## config.mk

```make
export PLATFORM = sky130hd
export DESIGN_NAME = dsa_sys_access
export DESIGN_NICKNAME = d
export VERILOG_FILES = /design/src/dsa_pkg.sv /design/src/dsa_sync3.sv /design/src/dsa_sys_access.sv
export SDC_FILE = /design/constraint.sdc
export NUM_CORES = 1
export LEC_CHECK = 0
export BUFFER_PORTS_ARGS = -buffer_cell sky130_fd_sc_hd__clkbuf_2
export CORE_ASPECT_RATIO = 1.4
export CORE_MARGIN = 5
export CORE_UTILIZATION = 51
export CTS_CLUSTER_DIAMETER = 50
export DETAILED_ROUTE_END_ITERATION = 12
export GPL_TIMING_DRIVEN = 0
export PLACE_DENSITY = 0.77
export SETUP_SLACK_MARGIN = 0.15
export SYNTH_ARGS = -nofsm -noshare
export SYNTH_HDL_FRONTEND = slang
export SYNTH_SLANG_ARGS = --single-unit
```

## constraint.sdc

```tcl
create_clock -name sys_clk_i -period 1.3 [get_ports sys_clk_i]
set_clock_uncertainty 0.1 [all_clocks]
set_input_delay 0.26 -clock sys_clk_i [delete_from_list [all_inputs] [get_ports sys_clk_i]]
set_output_delay 0.26 -clock sys_clk_i [all_outputs]
set_load 0.01 [all_outputs]
```

## src/dsa_pkg.sv

```systemverilog
// Purpose: constants and carrier types for the system access register group
// Assumes: 8-bit registers reached only through the debug link access port
// Notes: offsets are the access layer addresses of the three registers
package dsa_pkg;

	// register addresses
	localparam logic [7:0] DSA_OFS_CTRL = 8'h0A;
	localparam logic [7:0] DSA_OFS_STATUS = 8'h0B;
	localparam logic [7:0] DSA_OFS_CRC = 8'h0C;

	// control register fields
	localparam int DSA_CTRL_CLK_REQ_BIT = 0;
	localparam int DSA_CTRL_UROW_DONE_BIT = 1;

	// status register fields
	localparam int DSA_ST_LOCKED_BIT = 0;
	localparam int DSA_ST_UROWRDY_BIT = 2;
	localparam int DSA_ST_NVMRDY_BIT = 3;
	localparam int DSA_ST_SLEEP_BIT = 4;
	localparam int DSA_ST_SYS_RST_BIT = 5;
	localparam int DSA_ST_ERASE_FAIL_BIT = 6;

	// reset values
	localparam logic [7:0] DSA_CTRL_RST = 8'h00;
	localparam logic [7:0] DSA_STATUS_RST = 8'h01;
	localparam logic [7:0] DSA_CRC_RST = 8'h00;
	localparam logic [7:0] DSA_RDATA_RST = 8'h00;

	// checksum run status codes, one-hot except off, which is zero
	localparam logic [2:0] DSA_CRC_OFF = 3'h0;
	localparam logic [2:0] DSA_CRC_BUSY = 3'h1;
	localparam logic [2:0] DSA_CRC_PASS = 3'h2;
	localparam logic [2:0] DSA_CRC_FAIL = 3'h4;

	// system domain status, crosses into this clock
	typedef struct packed {
		logic in_reset;
		logic sleeping;
		logic nvm_ready;
		logic urow_ready;
		logic locked;
		logic erase_fail;
		logic crc_en;
		logic crc_busy;
		logic crc_pass;
		logic crc_fail;
	} dsa_sys_in_t;

	localparam int DSA_SYS_IN_W = 10;
	// locked after reset, everything else idle
	localparam logic [DSA_SYS_IN_W-1:0] DSA_SYS_IN_RST = 10'h020;

	// one access from the debug link
	typedef struct packed {
		logic we;
		logic [7:0] addr;
		logic [7:0] wdata;
	} dsa_reg_req_t;

endpackage : dsa_pkg

```

## src/dsa_sync3.sv

```systemverilog
// Purpose: three-stage synchroniser with agreement filter for a bundle
// Assumes: each bit is an independent slow level
// Notes: output takes a change once stages two and three agree
`timescale 1ns/100ps
module dsa_sync3 #(
	parameter int W = 1,
	parameter logic [W-1:0] RST = '0
) (
	// clock and reset
	input wire logic clk_i,
	input wire logic rstn_i,
	// async levels in, filtered levels out
	input wire logic [W-1:0] d_i,
	output logic [W-1:0] q_o
);

	logic [W-1:0] s1_reg, s2_reg, s3_reg, q_reg;
	logic [W-1:0] q_next;

	// first stage feeds only the second
	always_comb begin
		q_next = q_reg;
		for (int i = 0; i < W; i++) begin
			if (s2_reg[i] == s3_reg[i]) begin
				q_next[i] = s3_reg[i];
			end
		end
	end

	always_ff @(posedge clk_i) begin
		if (!rstn_i) begin
			s1_reg <= RST;
			s2_reg <= RST;
			s3_reg <= RST;
			q_reg <= RST;
		end else begin
			s1_reg <= d_i;
			s2_reg <= s1_reg;
			s3_reg <= s2_reg;
			q_reg <= q_next;
		end
	end

	assign q_o = q_reg;

endmodule : dsa_sync3

```

## src/dsa_sys_access.sv

```systemverilog
// Purpose: system access control, status and checksum status registers
// Assumes: the access layer issues one-cycle requests on the debug link port
// Notes: status inputs live in the system domain and are synchronised here
// Function
// - done bit with key starts user row programming
// - start proceeds even without data in RAM
// - done bit writes ignored without user row key
// - clock request bit set requests system clock
// - clock request bit cleared withdraws request
// - enabling debug interface sets clock request
// - erase failure sets bit six, reset clears
// - bit five shows system reset, read clears
// - held debug reset acts on both bits
// - bit four shows system sleeping
// - bit three shows NVM programming ready
// - bit two shows user row programming ready
// - bit zero shows device locked
// - checksum status codes are one-hot while enabled
// - checksum status zero when not enabled
// - registers reachable only over debug link
`timescale 1ns/100ps
module dsa_sys_access import dsa_pkg::*; (
	// clock and reset
	input wire logic sys_clk_i,
	input wire logic rstn_i,
	// debug link register access
	input wire logic reg_req_i,
	input wire dsa_reg_req_t reg_cmd_i,
	output logic [7:0] reg_rdata_o,
	output logic reg_ack_o,
	// debug interface state
	input wire logic dbg_enable_i,
	input wire logic urow_key_ok_i,
	input wire logic dbg_reset_hold_i,
	// system domain status
	input wire dsa_sys_in_t sys_stat_i,
	// requests towards the system
	output logic sys_clk_req_o,
	output logic urow_prog_start_o
);

	logic [DSA_SYS_IN_W-1:0] sys_q_vec;
	dsa_sys_in_t sys_q;

	logic wr_ctrl;
	logic rd_req;
	logic rd_status;
	logic rd_crc;
	logic erase_rise;

	logic erase_prev_reg, erase_prev_next;
	logic en_prev_reg, en_prev_next;
	logic erase_failed_reg, erase_failed_next;
	logic sys_rst_reg, sys_rst_next;
	logic clk_req_reg, clk_req_next;
	logic urow_start_reg, urow_start_next;
	logic [7:0] rdata_reg, rdata_next;
	logic ack_reg, ack_next;

	logic [7:0] ctrl_view;
	logic [7:0] status_view;
	logic [7:0] crc_view;
	logic [2:0] crc_code;

	// system levels are asynchronous here
	dsa_sync3 #(
		.W(DSA_SYS_IN_W),
		.RST(DSA_SYS_IN_RST)
	) u_sync (
		.clk_i(sys_clk_i),
		.rstn_i(rstn_i),
		.d_i(sys_stat_i),
		.q_o(sys_q_vec)
	);

	assign sys_q = sys_q_vec;

	// debug link decode only
	// there is no cpu-side port at all
	assign rd_req = reg_req_i && !reg_cmd_i.we;
	assign wr_ctrl = reg_req_i && reg_cmd_i.we && (reg_cmd_i.addr == DSA_OFS_CTRL);
	assign rd_status = rd_req && (reg_cmd_i.addr == DSA_OFS_STATUS);
	assign rd_crc = rd_req && (reg_cmd_i.addr == DSA_OFS_CRC);
	assign erase_rise = sys_q.erase_fail && !erase_prev_reg;

	// erase failure flag
	// held debug reset counts as a reset of the flag
	always_comb begin
		erase_prev_next = sys_q.erase_fail;
		erase_failed_next = erase_failed_reg;
		if (dbg_reset_hold_i) begin
			erase_failed_next = 1'b0;
		end else if (erase_rise) begin
			erase_failed_next = 1'b1;
		end
	end

	// system reset flag
	// set wins over the clear-on-read in the same cycle
	always_comb begin
		sys_rst_next = sys_rst_reg;
		if (sys_q.in_reset || dbg_reset_hold_i) begin
			sys_rst_next = 1'b1;
		end else if (rd_status) begin
			sys_rst_next = 1'b0;
		end
	end

	// system clock request
	// disable drops the request; enable edge beats a write
	always_comb begin
		en_prev_next = dbg_enable_i;
		clk_req_next = clk_req_reg;
		if (!dbg_enable_i) begin
			clk_req_next = 1'b0;
		end else if (!en_prev_reg) begin
			clk_req_next = 1'b1;
		end else if (wr_ctrl) begin
			clk_req_next = reg_cmd_i.wdata[DSA_CTRL_CLK_REQ_BIT];
		end
	end

	// user row done
	// no check on RAM contents: an early write starts anyway
	always_comb begin
		urow_start_next = wr_ctrl && urow_key_ok_i
			&& reg_cmd_i.wdata[DSA_CTRL_UROW_DONE_BIT];
	end

	// checksum one-hot encode
	// enabled but neither done nor busy is shown as busy
	always_comb begin
		if (!sys_q.crc_en) begin
			crc_code = DSA_CRC_OFF;
		end else if (sys_q.crc_busy) begin
			crc_code = DSA_CRC_BUSY;
		end else if (sys_q.crc_fail) begin
			crc_code = DSA_CRC_FAIL;
		end else if (sys_q.crc_pass) begin
			crc_code = DSA_CRC_PASS;
		end else begin
			crc_code = DSA_CRC_BUSY;
		end
	end

	// read views
	// done bit is write-only and reads zero
	always_comb begin
		ctrl_view = DSA_CTRL_RST;
		ctrl_view[DSA_CTRL_CLK_REQ_BIT] = clk_req_reg;
		status_view = 8'h00;
		status_view[DSA_ST_LOCKED_BIT] = sys_q.locked;
		status_view[DSA_ST_UROWRDY_BIT] = sys_q.urow_ready;
		status_view[DSA_ST_NVMRDY_BIT] = sys_q.nvm_ready;
		status_view[DSA_ST_SLEEP_BIT] = sys_q.sleeping;
		status_view[DSA_ST_SYS_RST_BIT] = sys_rst_reg;
		status_view[DSA_ST_ERASE_FAIL_BIT] = erase_failed_reg;
		crc_view = {5'h00, crc_code};
	end

	always_comb begin
		ack_next = reg_req_i;
		rdata_next = 8'h00;
		if (rd_req) begin
			unique case (reg_cmd_i.addr)
				DSA_OFS_CTRL: rdata_next = ctrl_view;
				DSA_OFS_STATUS: rdata_next = status_view;
				DSA_OFS_CRC: rdata_next = crc_view;
				default: rdata_next = 8'h00;
			endcase
		end
	end

	always_ff @(posedge sys_clk_i) begin
		if (!rstn_i) begin
			erase_prev_reg <= 1'b0;
			en_prev_reg <= 1'b0;
			erase_failed_reg <= 1'b0;
			sys_rst_reg <= 1'b0;
			clk_req_reg <= DSA_CTRL_RST[DSA_CTRL_CLK_REQ_BIT];
			urow_start_reg <= 1'b0;
			rdata_reg <= DSA_RDATA_RST;
			ack_reg <= 1'b0;
		end else begin
			erase_prev_reg <= erase_prev_next;
			en_prev_reg <= en_prev_next;
			erase_failed_reg <= erase_failed_next;
			sys_rst_reg <= sys_rst_next;
			clk_req_reg <= clk_req_next;
			urow_start_reg <= urow_start_next;
			rdata_reg <= rdata_next;
			ack_reg <= ack_next;
		end
	end

	assign reg_rdata_o = rdata_reg;
	assign reg_ack_o = ack_reg;
	assign sys_clk_req_o = clk_req_reg;
	assign urow_prog_start_o = urow_start_reg;

	// checks on the register behaviour

	a_urow_start_key: assert property (
		@(posedge sys_clk_i) disable iff (!rstn_i)
		wr_ctrl && urow_key_ok_i && reg_cmd_i.wdata[DSA_CTRL_UROW_DONE_BIT]
		|=> urow_prog_start_o ##1 (urow_prog_start_o
		== ($past(wr_ctrl) && $past(urow_key_ok_i)
		&& $past(reg_cmd_i.wdata[DSA_CTRL_UROW_DONE_BIT]))))
		else $error("user row start did not pulse after keyed write");

	a_urow_cause: assert property (
		@(posedge sys_clk_i) disable iff (!rstn_i)
		urow_prog_start_o |-> $past(wr_ctrl) && $past(urow_key_ok_i))
		else $error("user row start without keyed control write");

	a_urow_no_key: assert property (
		@(posedge sys_clk_i) disable iff (!rstn_i)
		wr_ctrl && !urow_key_ok_i |=> !urow_prog_start_o)
		else $error("user row start despite missing key");

	a_clk_req_set: assert property (
		@(posedge sys_clk_i) disable iff (!rstn_i)
		dbg_enable_i && en_prev_reg && wr_ctrl
		&& reg_cmd_i.wdata[DSA_CTRL_CLK_REQ_BIT] |=> sys_clk_req_o)
		else $error("clock request not raised by write of one");

	a_clk_req_clear: assert property (
		@(posedge sys_clk_i) disable iff (!rstn_i)
		dbg_enable_i && en_prev_reg && wr_ctrl
		&& !reg_cmd_i.wdata[DSA_CTRL_CLK_REQ_BIT] |=> !sys_clk_req_o)
		else $error("clock request not lowered by write of zero");

	a_clk_req_enable: assert property (
		@(posedge sys_clk_i) disable iff (!rstn_i)
		$rose(dbg_enable_i) |=> sys_clk_req_o)
		else $error("clock request not set on enable");

	a_erase_set: assert property (
		@(posedge sys_clk_i) disable iff (!rstn_i)
		erase_rise && !dbg_reset_hold_i
		##1 (!dbg_reset_hold_i && rd_status) |=> reg_rdata_o[DSA_ST_ERASE_FAIL_BIT])
		else $error("erase failure not reported");

	a_sys_rst_show: assert property (
		@(posedge sys_clk_i) disable iff (!rstn_i)
		sys_q.in_reset ##1 rd_status |=> reg_rdata_o[DSA_ST_SYS_RST_BIT])
		else $error("system reset not reported while active");

	a_sys_rst_rdclr: assert property (
		@(posedge sys_clk_i) disable iff (!rstn_i)
		rd_status && !sys_q.in_reset && !dbg_reset_hold_i |=> !sys_rst_reg)
		else $error("system reset flag not cleared by read");

	a_hold_effect: assert property (
		@(posedge sys_clk_i) disable iff (!rstn_i)
		dbg_reset_hold_i |=> !erase_failed_reg && sys_rst_reg)
		else $error("held debug reset did not act on status bits");

	a_status_lvls: assert property (
		@(posedge sys_clk_i) disable iff (!rstn_i)
		rd_status |=> reg_ack_o
		&& reg_rdata_o[DSA_ST_SLEEP_BIT] == $past(sys_q.sleeping)
		&& reg_rdata_o[DSA_ST_NVMRDY_BIT] == $past(sys_q.nvm_ready))
		else $error("sleep or NVM ready bit wrong on read");

	a_nvm_ready: assert property (
		@(posedge sys_clk_i) disable iff (!rstn_i)
		rd_status && sys_q.nvm_ready |=> reg_rdata_o[DSA_ST_NVMRDY_BIT])
		else $error("NVM ready not shown");

	a_urow_ready: assert property (
		@(posedge sys_clk_i) disable iff (!rstn_i)
		rd_status |=> reg_rdata_o[DSA_ST_UROWRDY_BIT] == $past(sys_q.urow_ready))
		else $error("user row ready bit wrong on read");

	a_lock_show: assert property (
		@(posedge sys_clk_i) disable iff (!rstn_i)
		rd_status |=> reg_rdata_o[DSA_ST_LOCKED_BIT] == $past(sys_q.locked))
		else $error("lock bit wrong on read");

	a_crc_onehot: assert property (
		@(posedge sys_clk_i) disable iff (!rstn_i)
		rd_crc && sys_q.crc_en |=> $onehot(reg_rdata_o[2:0]))
		else $error("checksum status not one-hot while enabled");

	a_crc_off: assert property (
		@(posedge sys_clk_i) disable iff (!rstn_i)
		rd_crc && !sys_q.crc_en |=> reg_rdata_o == 8'h00)
		else $error("checksum status not zero while disabled");

	a_reserved_zero: assert property (
		@(posedge sys_clk_i) disable iff (!rstn_i)
		reg_ack_o |-> !reg_rdata_o[7] && ($past(rd_status) ? !reg_rdata_o[1]
		: reg_rdata_o[7:3] == 5'h00))
		else $error("reserved bits not zero on read");

	c_urow_start: cover property (
		@(posedge sys_clk_i) disable iff (!rstn_i)
		urow_prog_start_o);

	c_clk_req_enable: cover property (
		@(posedge sys_clk_i) disable iff (!rstn_i)
		$rose(dbg_enable_i) ##1 sys_clk_req_o);

	c_erase_fail: cover property (
		@(posedge sys_clk_i) disable iff (!rstn_i)
		$rose(erase_failed_reg));

	c_sys_rst_clear: cover property (
		@(posedge sys_clk_i) disable iff (!rstn_i)
		sys_rst_reg ##1 rd_status ##1 !sys_rst_reg);

endmodule : dsa_sys_access

```

==> results of run 1 <==
-- layout by cell type (no fill, tap or decap), types with 4 or more instances in the layout --
master,n
a21boi_1,7
and2_1,30
clkbuf_1,4
clkbuf_2,35
clkbuf_8,5
dfxtp_1,52
inv_1,9
nand2_1,13
nor3_1,5
o21ai_0,11
-- cell type report --
class                      count  area [um^2]  share of cell area
multi-input combinational     96          608               0.293
clock buffer                   6         72.6              0.0349
tap                           40         50.0              0.0241
buffer                         6         28.8              0.0138
sequential                    54         1080               0.521
timing repair buffer          37          194              0.0933
inverter                       9         33.8              0.0163
clock inverter                 1         7.51             0.00361
-- through the flow --
stage                     cell area [um^2]  instances
after detailed placement              1980        241
after global routing                  2080        249
after floorplan                       1750        165
after global placement                1980        241
after CTS                             2060        248
final                                 2080        249
-- per-layer routing --
metal / part of all wire / GRT usage
met5: 0 / 0
met4: 0.020 / 0.0665
met3: 0.082 / 0.0407
met2: 0.51 / 0.232
met1: 0.39 / 0.144
-- kinds of logic (layout without fill, tap and decap cells) --
kind of cell | count (synthesis) | after routing | synth area share
flops | 54 | 54 | 0.617
buf+inv | 15 | 59 | 0.0357
compound gates | 28 | 28 | 0.100
mux | 1 | 1 | 0.00643
other cells | 1 | 1 | 0.00214
simple gates | 66 | 66 | 0.239
-- synthesized netlist by cell type, types with 2 or more instances --
cell and count:
inv_1 9, a21oi_1 3, nand2b_1 3, nand2_1 13, and4bb_2 2, and3_1 2
a31oi_1 2, a21boi_1 7, clkbuf_1 3, and2_1 30, buf_2 2, dfxtp_1 54
nor3_1 5, a21boi_0 2, nor2_1 3, o21ai_0 11
-- path summary, 6_finish.rpt --
check                                           startpoint                          end  cells past startpoint
worst max-delay path            sys_clk_req_o$_SDFFE_PN0P_                sys_clk_req_o                      1
worst min-delay path                         sys_stat_i[5]  u_sync.s1_reg[5]$_SDFF_PN1_                      2
worst max register to register  u_sync.q_o[3]$_SDFFE_PN0N_    reg_rdata_o[2]$_SDFF_PN0_                      3
worst min register to register      en_prev_reg$_SDFF_PN0_   sys_clk_req_o$_SDFFE_PN0P_                      1
-- power breakdown --
group | total [mW] | internal (mW) | switching, mW
clock | 0.843 | 0.370 | 0.474
sequential | 1.72 | 1.70 | 0.0167
combinational | 0.141 | 0.0780 | 0.0630
total | 2.70 | 2.15 | 0.553
-- timing repair --
action	CTS	global route
gates resized for setup	1	3
cloned	0	0
buffers inserted	0	1
setup endpoints to repair	1	2
==> flow_summary.ini, run 1 <==
[power]
power.density_mw_per_mm2 = 1300
leakage_nw = 0.884
finalPower_mw = 2.70
peakVddDrop_uv = 845

[yosys]
synth_top_area_cell = dfxtp_1
synth_edf_count = 0
synthTopCellsByArea = dfxtp_1 (62%), and2_1 (11%), o21ai_0 (3.1%), a21boi_1 (3.0%), nand2_1 (2.8%)
yosys_warnings = 0
synth_top_area_frac = 0.617
syn-num-nets = 198
synthArstFlopShare = 0
avgSynthCellArea_um2 = 10.6
yosysSeqAreaShare = 0.617
synth.distinct_cells = 30
synthCells = 165
synthFlopType = dfxtp_1
syn_area_mm2 = 0.00175
synth_seq_cells = 54

[setup_path]
worstPathCellList = buf_6
cp.buffers_inverters = 1
worst_setup_path_start_kind = flip-flop
cp_data_required_time_ps = 940
cpMaxStageDelayCell = dfxtp_2
critPathCaptureType = output port
worst-endpoint-arrival_ps = 750
cp_top_family = flip-flops
path_class = reg -> out
reg2reg_slack_ps = 280
crit_fanout = 3
critical-path-max-stage-delay_ps = 360

[timing]
finalCritPeriodShare = 0.857
fmax_mhz = 898
layout_setup_ws_ps = 186
min_period_ps = 1110
grt_setup_unrepaired = no
holdWs_ps = 38.6
hold_viol = 0
final-max-slew-violation-count = 0
finalSetupTns_ps = 0
setup_viol = 0

[placed_design]
hpwl_um = 2260
port-buffer-count = 36
gp_congestion = 0.806
place_ws_ps = -34.4

[clocking]
clk_pin_slew_worst_paths_ps = 80
clk_latency_ps = 290
clock_sinks = 54
cts_buffers = 5
clk_path_buf_depth = 2
ctsHoldBuffers = 0
cts_tree = done
h-tree-depth = 2
cts-root-buf = clkbuf_8

[cells_and_area]
antenna_cells = 0
drive_gt1_frac = 0.258
fill_cells = 274
final_util = 0.621
area_growth_pct = 18.6
nets = 242

[grt]
antenna_found_initial = 0
grt_pass1_vias = 1123
grt_pass1_wl_um = 4770
gr-total-overflow = 0
grt_max_degree = 16
grt_usage = 0.134

[floorplanning]
rows = 25
start_util = 0.523
ios = 44
die_x_um = 59.5
core-area_mm2 = 0.00335
die_y_um = 79.3
die_area_mm2 = 0.00472

[drt]
drt-total-wl_um = 2910
route.detailed.drc = 0
first_iter_violations = 30
wire_per_inst_um = 11.7
viasPerCell = 4.83
first_pass_iters = 4
vias = 1203
final_antenna_net_count = 0

[worst_hold_path]
worstHoldPathType = in -> reg

[status]
outcome = finished, final reports clean

[job]
max_cap_viol_count = 0
No activity file was read; power rests on OpenSTA's default activity.
==> inputs of run 2 (changes only) <==
--- a/config.mk
+++ b/config.mk
@@ -13,6 +13,7 @@
 export DETAILED_ROUTE_END_ITERATION = 12
 export GPL_TIMING_DRIVEN = 0
 export PLACE_DENSITY = 0.77
+export REMOVE_ABC_BUFFERS = 1
 export SETUP_SLACK_MARGIN = 0.15
 export SYNTH_ARGS = -nofsm -noshare
 export SYNTH_HDL_FRONTEND = slang
==> flow_summary.ini, run 2 (synthesis results as in run 1) <==
[status]
outcome = finished, final reports clean

[cells_and_area]
nets = 235
final_util = 0.611
fill_cells = 269
layout_common_cells = dfxtp_1 (50), clkbuf_2 (33), and2_1 (30)
antenna_cells = 0
multi_input_area_um2 = 608
seq_area_mm2 = 0.00109
layout.cells.most_common = dfxtp_1
drive_gt1_frac = 0.262
area_growth_pct = 16.8
design_area_mm2 = 0.00205

[floorplanning]
die_x_um = 59.5
core-area_mm2 = 0.00335
die_y_um = 79.3
die_area_mm2 = 0.00472
ios = 44
rows = 25
start_util = 0.523

[timing]
fmax_mhz = 902
setup_viol = 0
holdWs_ps = 45.5
grt_setup_unrepaired = yes
hold_viol = 0
final-max-slew-violation-count = 0
finalSetupTns_ps = 0
layout_setup_ws_ps = 191
min_period_ps = 1110
finalCritPeriodShare = 0.853

[setup_path]
worstPathCellList = clkbuf_2
cp_top_family = flip-flops
cp_data_required_time_ps = 940
cpMaxStageDelayCell = dfxtp_2
path_class = reg -> out
critPathCaptureType = output port
critPathLaunch = reg_rdata_o[1]$_SDFF_PN0_
reg2reg_depth = 3
worst_setup_path_start_kind = flip-flop
reg2reg_slack_ps = 280
reg2reg_to = reg_rdata_o[2]$_SDFF_PN0_
crit_fanout = 1
cp.buffers_inverters = 1
worst-endpoint-arrival_ps = 750
crit_path_end = reg_rdata_o[1]
r2r-start = u_sync.q_o[3]$_SDFFE_PN0N_
critical-path-max-stage-delay_ps = 330
crit_cells = 1

[placed_design]
place_ws_ps = -283
gp_congestion = 0.803
placedInstanceArea_mm2 = 0.00195
port-buffer-count = 36
hpwl_um = 2120

[drt]
dr.max_layer_used = met4
first_pass_iters = 4
m1WireLength_um = 1070
wl_met3_um = 269
final_antenna_net_count = 0
vias = 1192
route.detailed.drc = 0
drt-total-wl_um = 2800
viasPerCell = 4.93
dr_wl_met2_um = 1400
wire_per_inst_um = 11.6
first_iter_violations = 21

[clocking]
clk_latency_ps = 300
cts_buffers = 5
clk_pin_slew_worst_paths_ps = 80
cts-root-buf = clkbuf_8
ctsHoldBuffers = 0
h-tree-depth = 2
cts_tree = done
clock_sinks = 54
clk_path_buf_depth = 2

[grt]
grt_pass1_wl_um = 4740
gr-total-overflow = 0
antenna_found_initial = 0
grt_usage = 0.134
grt_pass1_vias = 1155
grt_max_degree = 48

[job]
max_cap_viol_count = 0

[power]
leakage_nw = 0.870
peakVddDrop_uv = 905
power.density_mw_per_mm2 = 1310

[worst_hold_path]
min_from = sys_stat_i[5]
worstHoldPathType = in -> reg
[run 2: cell count changes in the layout (fill, tap and decap cells not counted), sizes merged]
cell,change
clkbuf,-5
clkinv,+2
buf,-3
clkinvlp,-1
[run 2: area by class of cell]
class | instances | area share
Clock buffer | 5 | 0.0336
Clock inverter | 2 | 0.00489
Inverter | 9 | 0.0165
Multi-Input combinational cell | 96 | 0.297
Sequential cell | 54 | 0.531
Tap cell | 40 | 0.0245
Timing Repair Buffer | 36 | 0.0924
[run 2: repair_timing]
action | CTS | global route
gates cloned | 0 | 0
pin swaps | 0 | 0
buffers inserted | 0 | 0
hold endpoints to repair | 0 | 0
gates resized for setup | 2 | 6
setup endpoints to repair | 6 | 5
[run 2: worst min path at each step]
stage                                             end  slack, ps  cells after the start
after detailed placement  u_sync.s2_reg[5]$_SDFF_PN1_        310                      1
after global routing      u_sync.s1_reg[5]$_SDFF_PN1_         40                      2
after floorplan           u_sync.s1_reg[5]$_SDFF_PN1_        230                      1
after global placement    u_sync.s2_reg[5]$_SDFF_PN1_        290                      1
after CTS                 u_sync.s1_reg[5]$_SDFF_PN1_         40                      2
final                     u_sync.s1_reg[5]$_SDFF_PN1_         50                      2
[run 2: where the power goes]
part | switching [mW] | internal, mW
clock network | 0.483 | 0.362
logic | 0.0586 | 0.0711
registers | 0.0159 | 1.70
[run 2: routing by layer]
metal	track usage	vias up
met1	0.132	537
met5	0	-
met4	0.0776	0
met3	0.0488	7
met2	0.232	38
li1	-	610
[run 2: through the flow]
stage	total power [mW]	instances
after floorplan	1.81	159
after global placement	1.87	235
after detailed placement	1.88	235
after CTS	2.72	242
after global routing	2.82	242
final	2.69	242
